[src/common/amx_map.vh]
`ifndef AMX_MAP_VH
`define AMX_MAP_VH

// ============================================================
// register offsets (7-bit register address)
`define AMX_ADDR_STATUS     7'h27
`define AMX_ADDR_OUT_X      7'h29
`define AMX_ADDR_OUT_Y      7'h2B
`define AMX_ADDR_OUT_Z      7'h2D
`define AMX_ADDR_EVT_CFG    7'h30
`define AMX_ADDR_EVT_SRC    7'h31
`define AMX_ADDR_EVT_THS    7'h32
`define AMX_ADDR_EVT_DUR    7'h33

// ============================================================
// reset values
`define AMX_RST_STATUS      8'h00
`define AMX_RST_EVT_CFG     8'h00
`define AMX_RST_EVT_SRC     7'h00
`define AMX_RST_EVT_THS     8'h02
`define AMX_RST_EVT_DUR     8'h00
`define AMX_RST_SAMPLE      8'h00

// ============================================================
// field positions
`define AMX_CFG_AOI_BIT     7
`define AMX_CFG_LIR_BIT     6
`define AMX_SRC_IA_BIT      6
`define AMX_THS_DURATION_DECREMENT_MODE_BIT    7

// ============================================================
// timing: clock period and duration step times
`define AMX_CLK_PERIOD_NS   100
`define AMX_STEP_FAST_NS    2500000
`define AMX_STEP_SLOW_NS    10000000
`define AMX_STEP_FAST_CYC   (`AMX_STEP_FAST_NS / `AMX_CLK_PERIOD_NS)
`define AMX_STEP_SLOW_CYC   (`AMX_STEP_SLOW_NS / `AMX_CLK_PERIOD_NS)

`endif

[src/hdl/amx_unused_placeholder_none.v]
`timescale 1ns/1ns
`default_nettype none
`default_nettype wire
[src/hdl/amx_axis_chan.v]
`timescale 1ns/1ns
`default_nettype none
`include "amx_map.vh"

// ============================================================
// one axis: sample holder with new-data and overrun flags
module amx_axis_chan (
    input  wire       clock,      // system clock
    input  wire       resetn,     // synchronous reset, active low
    input  wire       smp_stb,    // fresh sample pulse
    input  wire [7:0] smp_in,     // fresh sample value
    input  wire       rd_clr,     // host read of this axis output
    output reg  [7:0] data_r,     // held two's-complement sample
    output reg        new_r,      // new sample available
    output reg        ovr_r       // unread sample overwritten
);

    // ============================================================
    // sample store and flags; a fresh sample wins over a read clear of the new flag, but a read in the same cycle clears overrun
    always @(posedge clock) begin
        if (!resetn) begin
            data_r <= `AMX_RST_SAMPLE;
            new_r  <= 1'b0;
            ovr_r  <= 1'b0;
        end else begin
            if (smp_stb) begin
                data_r <= smp_in;
            end
            if (smp_stb) begin
                new_r <= 1'b1;
            end else if (rd_clr) begin
                new_r <= 1'b0;
            end
            if (smp_stb && new_r && !rd_clr) begin
                ovr_r <= 1'b1;
            end else if (rd_clr) begin
                ovr_r <= 1'b0;
            end
        end
    end

endmodule // amx_axis_chan

`default_nettype wire

[src/hdl/amx_step_div.v]
`timescale 1ns/1ns
`default_nettype none

// ============================================================
// duration step divider: one-cycle tick per output-rate step
module amx_step_div #(
    parameter FAST_CYC = 25000,   // cycles per fast-rate step
    parameter SLOW_CYC = 100000   // cycles per slow-rate step
) (
    input  wire clock,            // system clock
    input  wire resetn,           // synchronous reset, active low
    input  wire fast_rate,        // 1: fast output rate selected
    output reg  tick_r            // step pulse
);

    reg  [16:0] cnt_r;            // cycles into current step
    wire [16:0] last;             // terminal count for chosen rate

    assign last = fast_rate ? FAST_CYC[16:0] - 17'h00001
                            : SLOW_CYC[16:0] - 17'h00001;

    // ============================================================
    // count up the step, restart on rate change overshoot
    always @(posedge clock) begin
        if (!resetn) begin
            cnt_r  <= 17'h00000;
            tick_r <= 1'b0;
        end else if (cnt_r >= last) begin
            cnt_r  <= 17'h00000;
            tick_r <= 1'b1;
        end else begin
            cnt_r  <= cnt_r + 17'h00001;
            tick_r <= 1'b0;
        end
    end

endmodule // amx_step_div

`default_nettype wire

[src/hdl/amx_top.v]
// What this block does
// - combined overrun when unread set replaced
// - per-axis overrun when unread sample replaced
// - combined new flag when full set ready
// - per-axis new flag on fresh sample
// - signed 8-bit outputs at 29h,2Bh,2Dh
// - combine bit: 0 OR, 1 AND
// - latch bit holds detected request
// - latched source cleared only by host read
// - high enables allow above-threshold requests
// - low enables allow below-threshold requests
// - interrupt-active flag when events generated
// - Z/Y high and low source flags
// - event configuration resets to zero
// - X high and low source flags
// - source read clears source and interrupt
// - 7-bit threshold, top bit picks decrement
// - duration counts steps, frozen while latched
`timescale 1ns/1ns
`default_nettype none
`include "amx_map.vh"

module amx_top #(
    parameter STEP_FAST_CYC = `AMX_STEP_FAST_CYC,   // cycles per fast step
    parameter STEP_SLOW_CYC = `AMX_STEP_SLOW_CYC    // cycles per slow step
) (
    input  wire       clock,        // system clock, 10 MHz
    input  wire       resetn,       // synchronous reset, active low
    input  wire       fast_rate,    // output rate: 1 fast, 0 slow
    input  wire       smp_x_stb,    // fresh x sample pulse
    input  wire [7:0] smp_x,        // x sample
    input  wire       smp_y_stb,    // fresh y sample pulse
    input  wire [7:0] smp_y,        // y sample
    input  wire       smp_z_stb,    // fresh z sample pulse
    input  wire [7:0] smp_z,        // z sample
    input  wire [6:0] reg_addr,     // register address
    input  wire       reg_wr,       // register write strobe
    input  wire       reg_rd,       // register read strobe
    input  wire [7:0] reg_wdata,    // register write data
    output reg  [7:0] reg_rdata,    // register read data
    output reg        motion_irq    // motion event request
);

    // ============================================================
    // helper functions

    // magnitude of a signed sample, saturated to 7 bits
    function [6:0] mag;
        input [7:0] s;
        reg   [7:0] a;
        begin
            a = s[7] ? (~s + 8'h01) : s;
            mag = a[7] ? 7'h7F : a[6:0];
        end
    endfunction

    // read strobe aimed at one address
    function rd_at;
        input       rd;
        input [6:0] addr;
        input [6:0] target;
        begin
            rd_at = rd && (addr == target);
        end
    endfunction

    // ============================================================
    // declarations
    wire [7:0] x_data;              // held x sample
    wire [7:0] y_data;              // held y sample
    wire [7:0] z_data;              // held z sample
    wire       x_new;               // x new-data flag
    wire       y_new;               // y new-data flag
    wire       z_new;               // z new-data flag
    wire       x_ovr;               // x overrun flag
    wire       y_ovr;               // y overrun flag
    wire       z_ovr;               // z overrun flag
    wire       rd_x;                // host reads x output
    wire       rd_y;                // host reads y output
    wire       rd_z;                // host reads z output
    wire       rd_src;              // host reads event source
    wire       any_stb;             // any fresh sample
    wire       step_tick;           // duration step pulse

    reg        all_new_r;           // combined new-data flag
    reg        all_new_nxt;
    reg        all_ovr_r;           // combined overrun flag
    reg        all_ovr_nxt;
    reg  [7:0] cfg_r;               // event configuration
    reg  [7:0] ths_r;               // threshold and counter mode
    reg  [7:0] dur_r;               // event duration in steps
    reg  [6:0] src_r;               // event source flags
    reg  [6:0] src_nxt;
    reg  [7:0] cnt_r;               // duration counter
    reg  [7:0] cnt_nxt;
    reg        eval_r;              // evaluate after a sample lands
    reg  [5:0] ev;                  // enabled raw events
    reg        cond;                // combined interrupt condition
    reg        fire;                // condition held long enough
    reg  [7:0] rdata_nxt;

    wire       and_or_combine;                 // and_or_combine
    wire       latch_request;                 // latch_request
    wire [5:0] en;                  // axis event enables
    wire       duration_decrement_mode;                // duration_decrement_mode
    wire [6:0] ths;                 // threshold value

    assign and_or_combine     = cfg_r[`AMX_CFG_AOI_BIT];
    assign latch_request     = cfg_r[`AMX_CFG_LIR_BIT];
    assign en      = cfg_r[5:0];
    assign duration_decrement_mode    = ths_r[`AMX_THS_DURATION_DECREMENT_MODE_BIT];
    assign ths     = ths_r[6:0];
    assign rd_x    = rd_at(reg_rd, reg_addr, `AMX_ADDR_OUT_X);
    assign rd_y    = rd_at(reg_rd, reg_addr, `AMX_ADDR_OUT_Y);
    assign rd_z    = rd_at(reg_rd, reg_addr, `AMX_ADDR_OUT_Z);
    assign rd_src  = rd_at(reg_rd, reg_addr, `AMX_ADDR_EVT_SRC);
    assign any_stb = smp_x_stb | smp_y_stb | smp_z_stb;

    // ============================================================
    // axis channels
    amx_axis_chan u_chan_x (
        .clock  (clock),
        .resetn (resetn),
        .smp_stb(smp_x_stb),
        .smp_in (smp_x),
        .rd_clr (rd_x),
        .data_r (x_data),
        .new_r  (x_new),
        .ovr_r  (x_ovr)
    );

    amx_axis_chan u_chan_y (
        .clock  (clock),
        .resetn (resetn),
        .smp_stb(smp_y_stb),
        .smp_in (smp_y),
        .rd_clr (rd_y),
        .data_r (y_data),
        .new_r  (y_new),
        .ovr_r  (y_ovr)
    );

    amx_axis_chan u_chan_z (
        .clock  (clock),
        .resetn (resetn),
        .smp_stb(smp_z_stb),
        .smp_in (smp_z),
        .rd_clr (rd_z),
        .data_r (z_data),
        .new_r  (z_new),
        .ovr_r  (z_ovr)
    );

    // ============================================================
    // duration step source
    amx_step_div #(
        .FAST_CYC(STEP_FAST_CYC),
        .SLOW_CYC(STEP_SLOW_CYC)
    ) u_step (
        .clock    (clock),
        .resetn   (resetn),
        .fast_rate(fast_rate),
        .tick_r   (step_tick)
    );

    // ============================================================
    // combined data flags
    always @* begin
        all_new_nxt = all_new_r;
        all_ovr_nxt = all_ovr_r;
        // cleared once every axis has been read
        if (!x_new && !y_new && !z_new) begin
            all_new_nxt = 1'b0;
            all_ovr_nxt = 1'b0;
        end
        // full set ready
        if (x_new && y_new && z_new) begin
            all_new_nxt = 1'b1;
        end
        // fresh data while a full set is still unread
        if (any_stb && all_new_r) begin
            all_ovr_nxt = 1'b1;
        end
    end

    // ============================================================
    // event comparison and combining
    always @* begin
        ev[5] = (mag(z_data) > ths) & en[5];
        ev[4] = (mag(z_data) < ths) & en[4];
        ev[3] = (mag(y_data) > ths) & en[3];
        ev[2] = (mag(y_data) < ths) & en[2];
        ev[1] = (mag(x_data) > ths) & en[1];
        ev[0] = (mag(x_data) < ths) & en[0];
        if (and_or_combine) begin
            cond = (en != 6'h00) && (ev == en);
        end else begin
            cond = |ev;
        end
        fire = cond && (cnt_r >= dur_r);
    end

    // ============================================================
    // duration counter
    always @* begin
        cnt_nxt = cnt_r;
        if (latch_request && src_r[`AMX_SRC_IA_BIT]) begin
            cnt_nxt = cnt_r;
        end else if (step_tick) begin
            if (cond) begin
                // count up to the duration and hold
                if (cnt_r < dur_r) begin
                    cnt_nxt = cnt_r + 8'h01;
                end
            end else if (duration_decrement_mode) begin
                // decrement mode
                if (cnt_r != 8'h00) begin
                    cnt_nxt = cnt_r - 8'h01;
                end
            end else begin
                // reset mode
                cnt_nxt = 8'h00;
            end
        end
    end

    // ============================================================
    // event source register
    always @* begin
        src_nxt = src_r;
        // host read releases the source
        if (rd_src) begin
            src_nxt = `AMX_RST_EVT_SRC;
        end
        if (latch_request) begin
            // latch a request unless one is still held
            if (eval_r && fire && (!src_r[`AMX_SRC_IA_BIT] || rd_src)) begin
                src_nxt = {1'b1, ev};
            end
        end else if (eval_r) begin
            // follow the latest comparison
            src_nxt = {fire, ev};
        end
    end

    // ============================================================
    // read data mux; unmapped addresses read zero
    always @* begin
        case (reg_addr)
            `AMX_ADDR_STATUS:  rdata_nxt = {all_ovr_r, z_ovr, y_ovr, x_ovr,
                                            all_new_r, z_new, y_new, x_new};
            `AMX_ADDR_OUT_X:   rdata_nxt = x_data;
            `AMX_ADDR_OUT_Y:   rdata_nxt = y_data;
            `AMX_ADDR_OUT_Z:   rdata_nxt = z_data;
            `AMX_ADDR_EVT_CFG: rdata_nxt = cfg_r;
            `AMX_ADDR_EVT_SRC: rdata_nxt = {1'b0, src_r};
            `AMX_ADDR_EVT_THS: rdata_nxt = ths_r;
            `AMX_ADDR_EVT_DUR: rdata_nxt = dur_r;
            default:           rdata_nxt = 8'h00;
        endcase
    end

    // ============================================================
    // state registers
    always @(posedge clock) begin
        if (!resetn) begin
            all_new_r  <= 1'b0;
            all_ovr_r  <= 1'b0;
            cfg_r      <= `AMX_RST_EVT_CFG;
            ths_r      <= `AMX_RST_EVT_THS;
            dur_r      <= `AMX_RST_EVT_DUR;
            src_r      <= `AMX_RST_EVT_SRC;
            cnt_r      <= 8'h00;
            eval_r     <= 1'b0;
            reg_rdata  <= 8'h00;
            motion_irq <= 1'b0;
        end else begin
            all_new_r  <= all_new_nxt;
            all_ovr_r  <= all_ovr_nxt;
            src_r      <= src_nxt;
            cnt_r      <= cnt_nxt;
            eval_r     <= any_stb;
            motion_irq <= src_nxt[`AMX_SRC_IA_BIT];
            // register writes
            if (reg_wr) begin
                case (reg_addr)
                    `AMX_ADDR_EVT_CFG: cfg_r <= reg_wdata;
                    `AMX_ADDR_EVT_THS: ths_r <= reg_wdata;
                    `AMX_ADDR_EVT_DUR: dur_r <= reg_wdata;
                    default:           cfg_r <= cfg_r;
                endcase
            end
            // read data captured on the read strobe
            if (reg_rd) begin
                reg_rdata <= rdata_nxt;
            end
        end
    end

endmodule // amx_top

`default_nettype wire

[config.mk]
export PLATFORM = sky130hd
export DESIGN_NAME = amx_top
export DESIGN_NICKNAME = d
export VERILOG_FILES = /design/src/hdl/amx_unused_placeholder_none.v /design/src/hdl/amx_axis_chan.v /design/src/hdl/amx_step_div.v /design/src/hdl/amx_top.v
export VERILOG_INCLUDE_DIRS = /design/src /design/src/common
export SDC_FILE = /design/constraint.sdc
export NUM_CORES = 1
export LEC_CHECK = 0
export BUFFER_PORTS_ARGS = -buffer_cell sky130_fd_sc_hd__buf_4
export CORE_AREA = 2 2 141 88
export CTS_CLUSTER_DIAMETER = 200
export DETAILED_ROUTE_END_ITERATION = 7
export DIE_AREA = 0 0 143 90
export PLACE_DENSITY = 0.76
export SLEW_MARGIN = 0
export SYNTH_ARGS = -nofsm -noshare
export SYNTH_HDL_FRONTEND = slang
export SYNTH_HIERARCHICAL = 1
export SYNTH_SLANG_ARGS = --single-unit
[constraint.sdc]
create_clock -name clock -period 4.7 [get_ports clock]
set_input_delay 0.94 -clock clock [delete_from_list [all_inputs] [get_ports clock]]
set_output_delay 0.94 -clock clock [all_outputs]
set_load 0.005 [all_outputs]
=== After elaboration in Yosys (flattened, before gate mapping) ===
Cells that the tools add are included.

* Add/subtract/negate cells: 6
* Order comparisons: 9
* Eq/ne operators: 11
* Mux-type cells: 30
* Bitwise gates (word level): 13
* Reduce and logical (&&, ||, !) cells: 44

{| class="wikitable"
|+ Operators with widths
! operator !! count
|-
| 8-bit one-hot mux with 8 select lines || 1
|-
| 7-bit by 6-bit == test with 1-bit output (second input constant) || 8
|-
| 8-bit two-way mux || 7
|-
| 7-bit two-way mux || 7
|-
| 8-bit by 1-bit adder with 8-bit output (second input constant) || 4
|-
| 8-bit NOT || 3
|-
| 7-bit greater-than comparator || 3
|-
| 7-bit < comparator || 3
|-
| 1-bit logical AND || 20
|-
| 17-bit by 1-bit adder with 17-bit output (second input constant) || 1
|-
| 17-bit greater-or-equal comparator || 1
|-
| 17-bit two-way mux || 1
|-
| 2-bit nonzero test || 8
|-
| 1-bit two-way mux || 14
|-
| 8-bit greater-or-equal comparator || 1
|-
| 8-bit < comparator || 1
|-
| 8-bit nonzero test || 1
|-
| 8-bit by 1-bit subtractor with 8-bit output (second input constant) || 1
|-
| 1-bit zero test || 7
|-
| 1-bit bitwise AND || 6
|-
| 6-bit == test || 1
|-
| 2-bit AND reduction || 3
|-
| 6-bit nonzero test || 1
|-
| 6-bit OR reduction || 1
|-
| other kinds (7) || 9
|}

* Bits in registers: 99
* Input port bits: 47
* Word-level logic and storage cells: 134

=== Depth between registers and ports, before layout ===
* Depth in word-level cells: 14
* Gate-level depth with buffers: 19
* Mapped depth without buffers: 17

=== Hierarchy ===
The synthesis kept the hierarchy.

{| class="wikitable"
|+ By module, submodules not included
! module !! times used !! cells each !! area each (sq um) !! sequential area each (sq um)
|-
| amx_top || 1 || 550 || 4038.9 || 1001.0
|-
| amx_axis_chan || 3 || 31 || 376.6 || 200.2
|-
| amx_step_div || 1 || 115 || 1034.7 || 360.3
|}

=== Worst setup path before layout ===
Ideal clock, no wire load.

* Kind: reg2reg
* Start point: reg u_chan_x.data_r[0]
* End point: reg cnt_r[6] (netlist name)
* Setup time: 0.067 ns
* Arrival: 3.544 ns
* Required time: 4.633 ns
* Setup slack: 1.088 ns
* Cell stages (with the launch flop): 17
* Clock period less this slack: 3.612 ns
* Cell sequence: dfxtp_1 > inv_1 > ha_1 > nor2b_1 > xnor2_1 > nand2_1 > ha_1 > a21oi_2 > a21oi_2 > o221a_1 > or2_0 > o41a_1 > or3b_1 > o221a_1 > buf_6 > mux2_4 > a21oi_2

{| class="wikitable"
|+ RTL lines
! element !! line !! RTL
|-
| start: declaration || amx_axis_chan.v:13 || <nowiki>output reg [7:0] data_r,</nowiki>
|-
| start signal: assignment || amx_axis_chan.v:22 || <nowiki>data_r <= `AMX_RST_SAMPLE;</nowiki>
|-
| start signal: assignment || amx_axis_chan.v:27 || <nowiki>data_r <= smp_in;</nowiki>
|}

==> impl_metrics.yaml <==
status:
  outcome: "finished, final reports clean"
floorplan:
  core_um2: 11700
  chipWidth_um: 143
  die_area_um2: 12900
  initial_core_util_pct: 53.1
  std_cell_rows: 31
  die_h_um: 90
  io_pins: 56
yosys:
  seq_area_frac_synth_pct: 31.6
  synth_edf_count: 0
  synth.distinct_cells: 66
  synth_area_per_cell_um2: 8.18
  ys.flop_type: "dfxtp_1"
  yosysTopAreaCellShare_pct: 31.6
  synth_top_family_by_area: "simple AND/OR/NAND/NOR gates"
  synth_xor_area_share_pct: 2.82
  synth_area_um2: 6200
  ys_async_sr_fraction_pct: 0
  synth.area.top_cells: "dfxtp_1 (32%), ha_1 (9.3%), mux2i_1 (5.8%)"
  yosys.area.top_type: "dfxtp_1"
  syn_inst: 758
  synth-compound-area-share_pct: 19.5
  synth_mux_area_share_pct: 6.60
  synth-simple-area-share_pct: 25.4
  syn_nets: 851
  synthAdderAreaFrac_pct: 9.28
  synth-seq-cells: 98
  yosysWarnings: 6
detailed_routing:
  vias_per_cell: 6.19
  ant_nets: 0
  dr.pass1.iters: 6
  post_drt_wl_per_cell_um: 18.2
  vias: 6001
  drt-total-wl_mm: 17.7
  drt_iter0_markers: 663
  drc: 0
setup_path:
  path_delay_family: "compound AO/OA/AOI/OAI gates"
  cp-end-kind: "flop"
  path_max_fanout: 9
  timing.rr.end: "cnt_r[6]"
  start_kind: "flop"
  arrival_ns: 4.58
  slowest_delay_ns: 0.48
  worstSetupPathType: "reg -> reg"
  reg2reg_slack_ns: 0.40
  rr_startpoint: "u_chan_x/data_r[0]"
  cp_slowest_cell: "o41a_1"
  crit_chain: "inv_1, ha_1, nand2_1, a21oi_1, o21ai_0, ha_1, a21oi_1, o21ai_1, o221a_1, or2_0, o41a_1, or3b_1, o221a_1, mux2_4, a21oi_2"
  cp_num_buf_inv: 1
  r2r_cells: 15
  required_ns: 4.98
timing:
  timing.hold.ws_ns: 0.477
  tightest_slew_ns: 0.962
  min_period_over_period_pct: 91.5
  clock-skew-final_ns: 0.00932
  setup_viol: 0
  max_slew_margin_pct: 35.4
  finalHoldViolCount: 0
  min_period_ns: 4.30
  fmax_mhz: 232
  rsz0062_at_grt: "no"
  maxSlewViolCount: 0
  tns_ns: 0
global_routing:
  antenna_found_initial: 0
  grt_pass1_wl_mm: 28.5
  grt_pass1_vias: 5441
  track_usage_pct: 27.8
  grt-ovfl-total: 0
  grt_max_degree: 41
clock_network:
  cts_buffer_depth: 2
  postCtsSetupRepairBufs: 0
  hold_buffers: 0
  clock_latency_ns: 0.35
  cts.reportedPaths.clkPinSlew_ns: 0.07
  cts-root-buf: "clkbuf_16"
  ctsResizeCount: 0
  cts_num_sinks: 98
  cts_buffers: 9
  htreeDepth: 3
  cts_tree: "built"
finish:
  diodes: 0
  syn_to_final_growth_pct: 13.8
  n_fill_cell: 1037
  layout_common_cells: "dfxtp_1 (98), nand2_1 (84), buf_4 (63), a21oi_1 (58), ha_1 (46)"
  drive_gt1_share_pct: 12.4
  final_common_cell: "dfxtp_1"
  fin_nets: 892
run:
  drv_cap: 0
power:
  power_density_nw_per_um2: 279
  finalPower_mw: 1.97
  leakage_nw: 2.74
  ir_drop_v: 0.000194
worst_hold_path:
  min_from: "reg_rdata[5]"
  hold_depth: 2
  min_to: "reg_rdata[5]"
  hp-class: "reg -> reg"
placed_design:
  place_hpwl_mm: 13.4
  gp_congestion: 0.968
  portBuffers: 55
-- per-layer routing --
metal | share of wire [%] | global-route usage (%) | vias to the layer above | wire length, µm
li1 | - | - | 2843 | -
met2 | 39 | 37.4 | 300 | 6910
met3 | 11 | 8.36 | 30 | 1910
met5 | 0 | 0 | - | 0
met1 | 49 | 43.2 | 2828 | 8620
met4 | 1.3 | 5.45 | 0 | 236
-- worst min-delay path, stage by stage, from the launching register on --
cell and delay [ns]:
dfxtp_1 0.31, nand2b_1 0.06, a21oi_1 0.06
-- kinds of logic after synthesis --
kind of cell,Yosys count
adder cells (fa/ha/maj),46
AND/OR/NAND/NOR,305
AO/OA/AOI/OAI,180
buffers and inverters,69
XOR/XNOR,20
multiplexers,40
flip-flops,98
-- sequential cells by signal, indices dropped and copies added, names as in the netlist, 6 cells and up --
name	flops
u_chan_z/data_r	8
u_step/cnt_r	17
ths_r	8
u_chan_x/data_r	8
cfg_r	8
src_r	6
dur_r	8
reg_rdata	8
u_chan_y/data_r	8
cnt_r	8
-- stage by stage --
stage,setup WS [ns],cell area (µm²),instances,utilization [%]
2_1_floorplan,1.09,6200,758,-
3_3_place_gp,0.637,6730,953,57.6
3_5_place_dp,0.509,6730,953,57.6
4_1_cts,0.461,7060,969,60.5
5_1_grt,0.138,7060,969,60.5
6_report,0.398,7060,969,60.5
-- power breakdown --
| group | internal (mW) | switching, mW | leakage [nW] | total [mW] |
|---|---|---|---|---|
| sequential | 0.849 | 0.0349 | 0.797 | 0.884 |
| combinational | 0.108 | 0.138 | 1.78 | 0.246 |
| clock | 0.480 | 0.359 | 0.164 | 0.839 |
| total | 1.44 | 0.532 | 2.74 | 1.97 |
-- layout make-up --
type / instances / area (µm²) / share of cell area (%)
Multi-Input combinational cell: 591 / 3950 / 55.9
Inverter: 36 / 135 / 1.91
Tap cell: 165 / 206 / 2.92
Clock buffer: 9 / 225 / 3.19
Clock inverter: 7 / 109 / 1.54
Timing Repair Buffer: 63 / 473 / 6.70
Sequential cell: 98 / 1960 / 27.8
-- synth_stat cells (9+ instances only) --
cell type,count
a21o_1,10
a21oi_1,58
a222oi_1,9
and3_1,12
clkbuf_1,24
dfxtp_1,98
ha_1,46
inv_1,36
mux2i_1,36
nand2_1,84
nand3_1,45
nand4_1,9
nor2_1,38
nor2b_1,36
nor3_1,34
nor4_1,9
o21ai_0,26
xnor2_1,16
-- worst max path at each step --
stage                        from        to  slack [ns]  cells after the start
2_1_floorplan  u_chan_x/data_r[0]  cnt_r[6]        1.09                     16
3_3_place_gp   u_chan_z/data_r[1]  cnt_r[6]        0.64                     17
3_5_place_dp   u_chan_x/data_r[0]  cnt_r[6]        0.51                     15
4_1_cts        u_chan_x/data_r[0]  cnt_r[6]        0.46                     15
5_1_grt        u_chan_z/data_r[1]  cnt_r[6]        0.14                     17
6_report       u_chan_x/data_r[0]  cnt_r[6]        0.40                     15
Note: power is estimated with default switching activity, not from simulation.
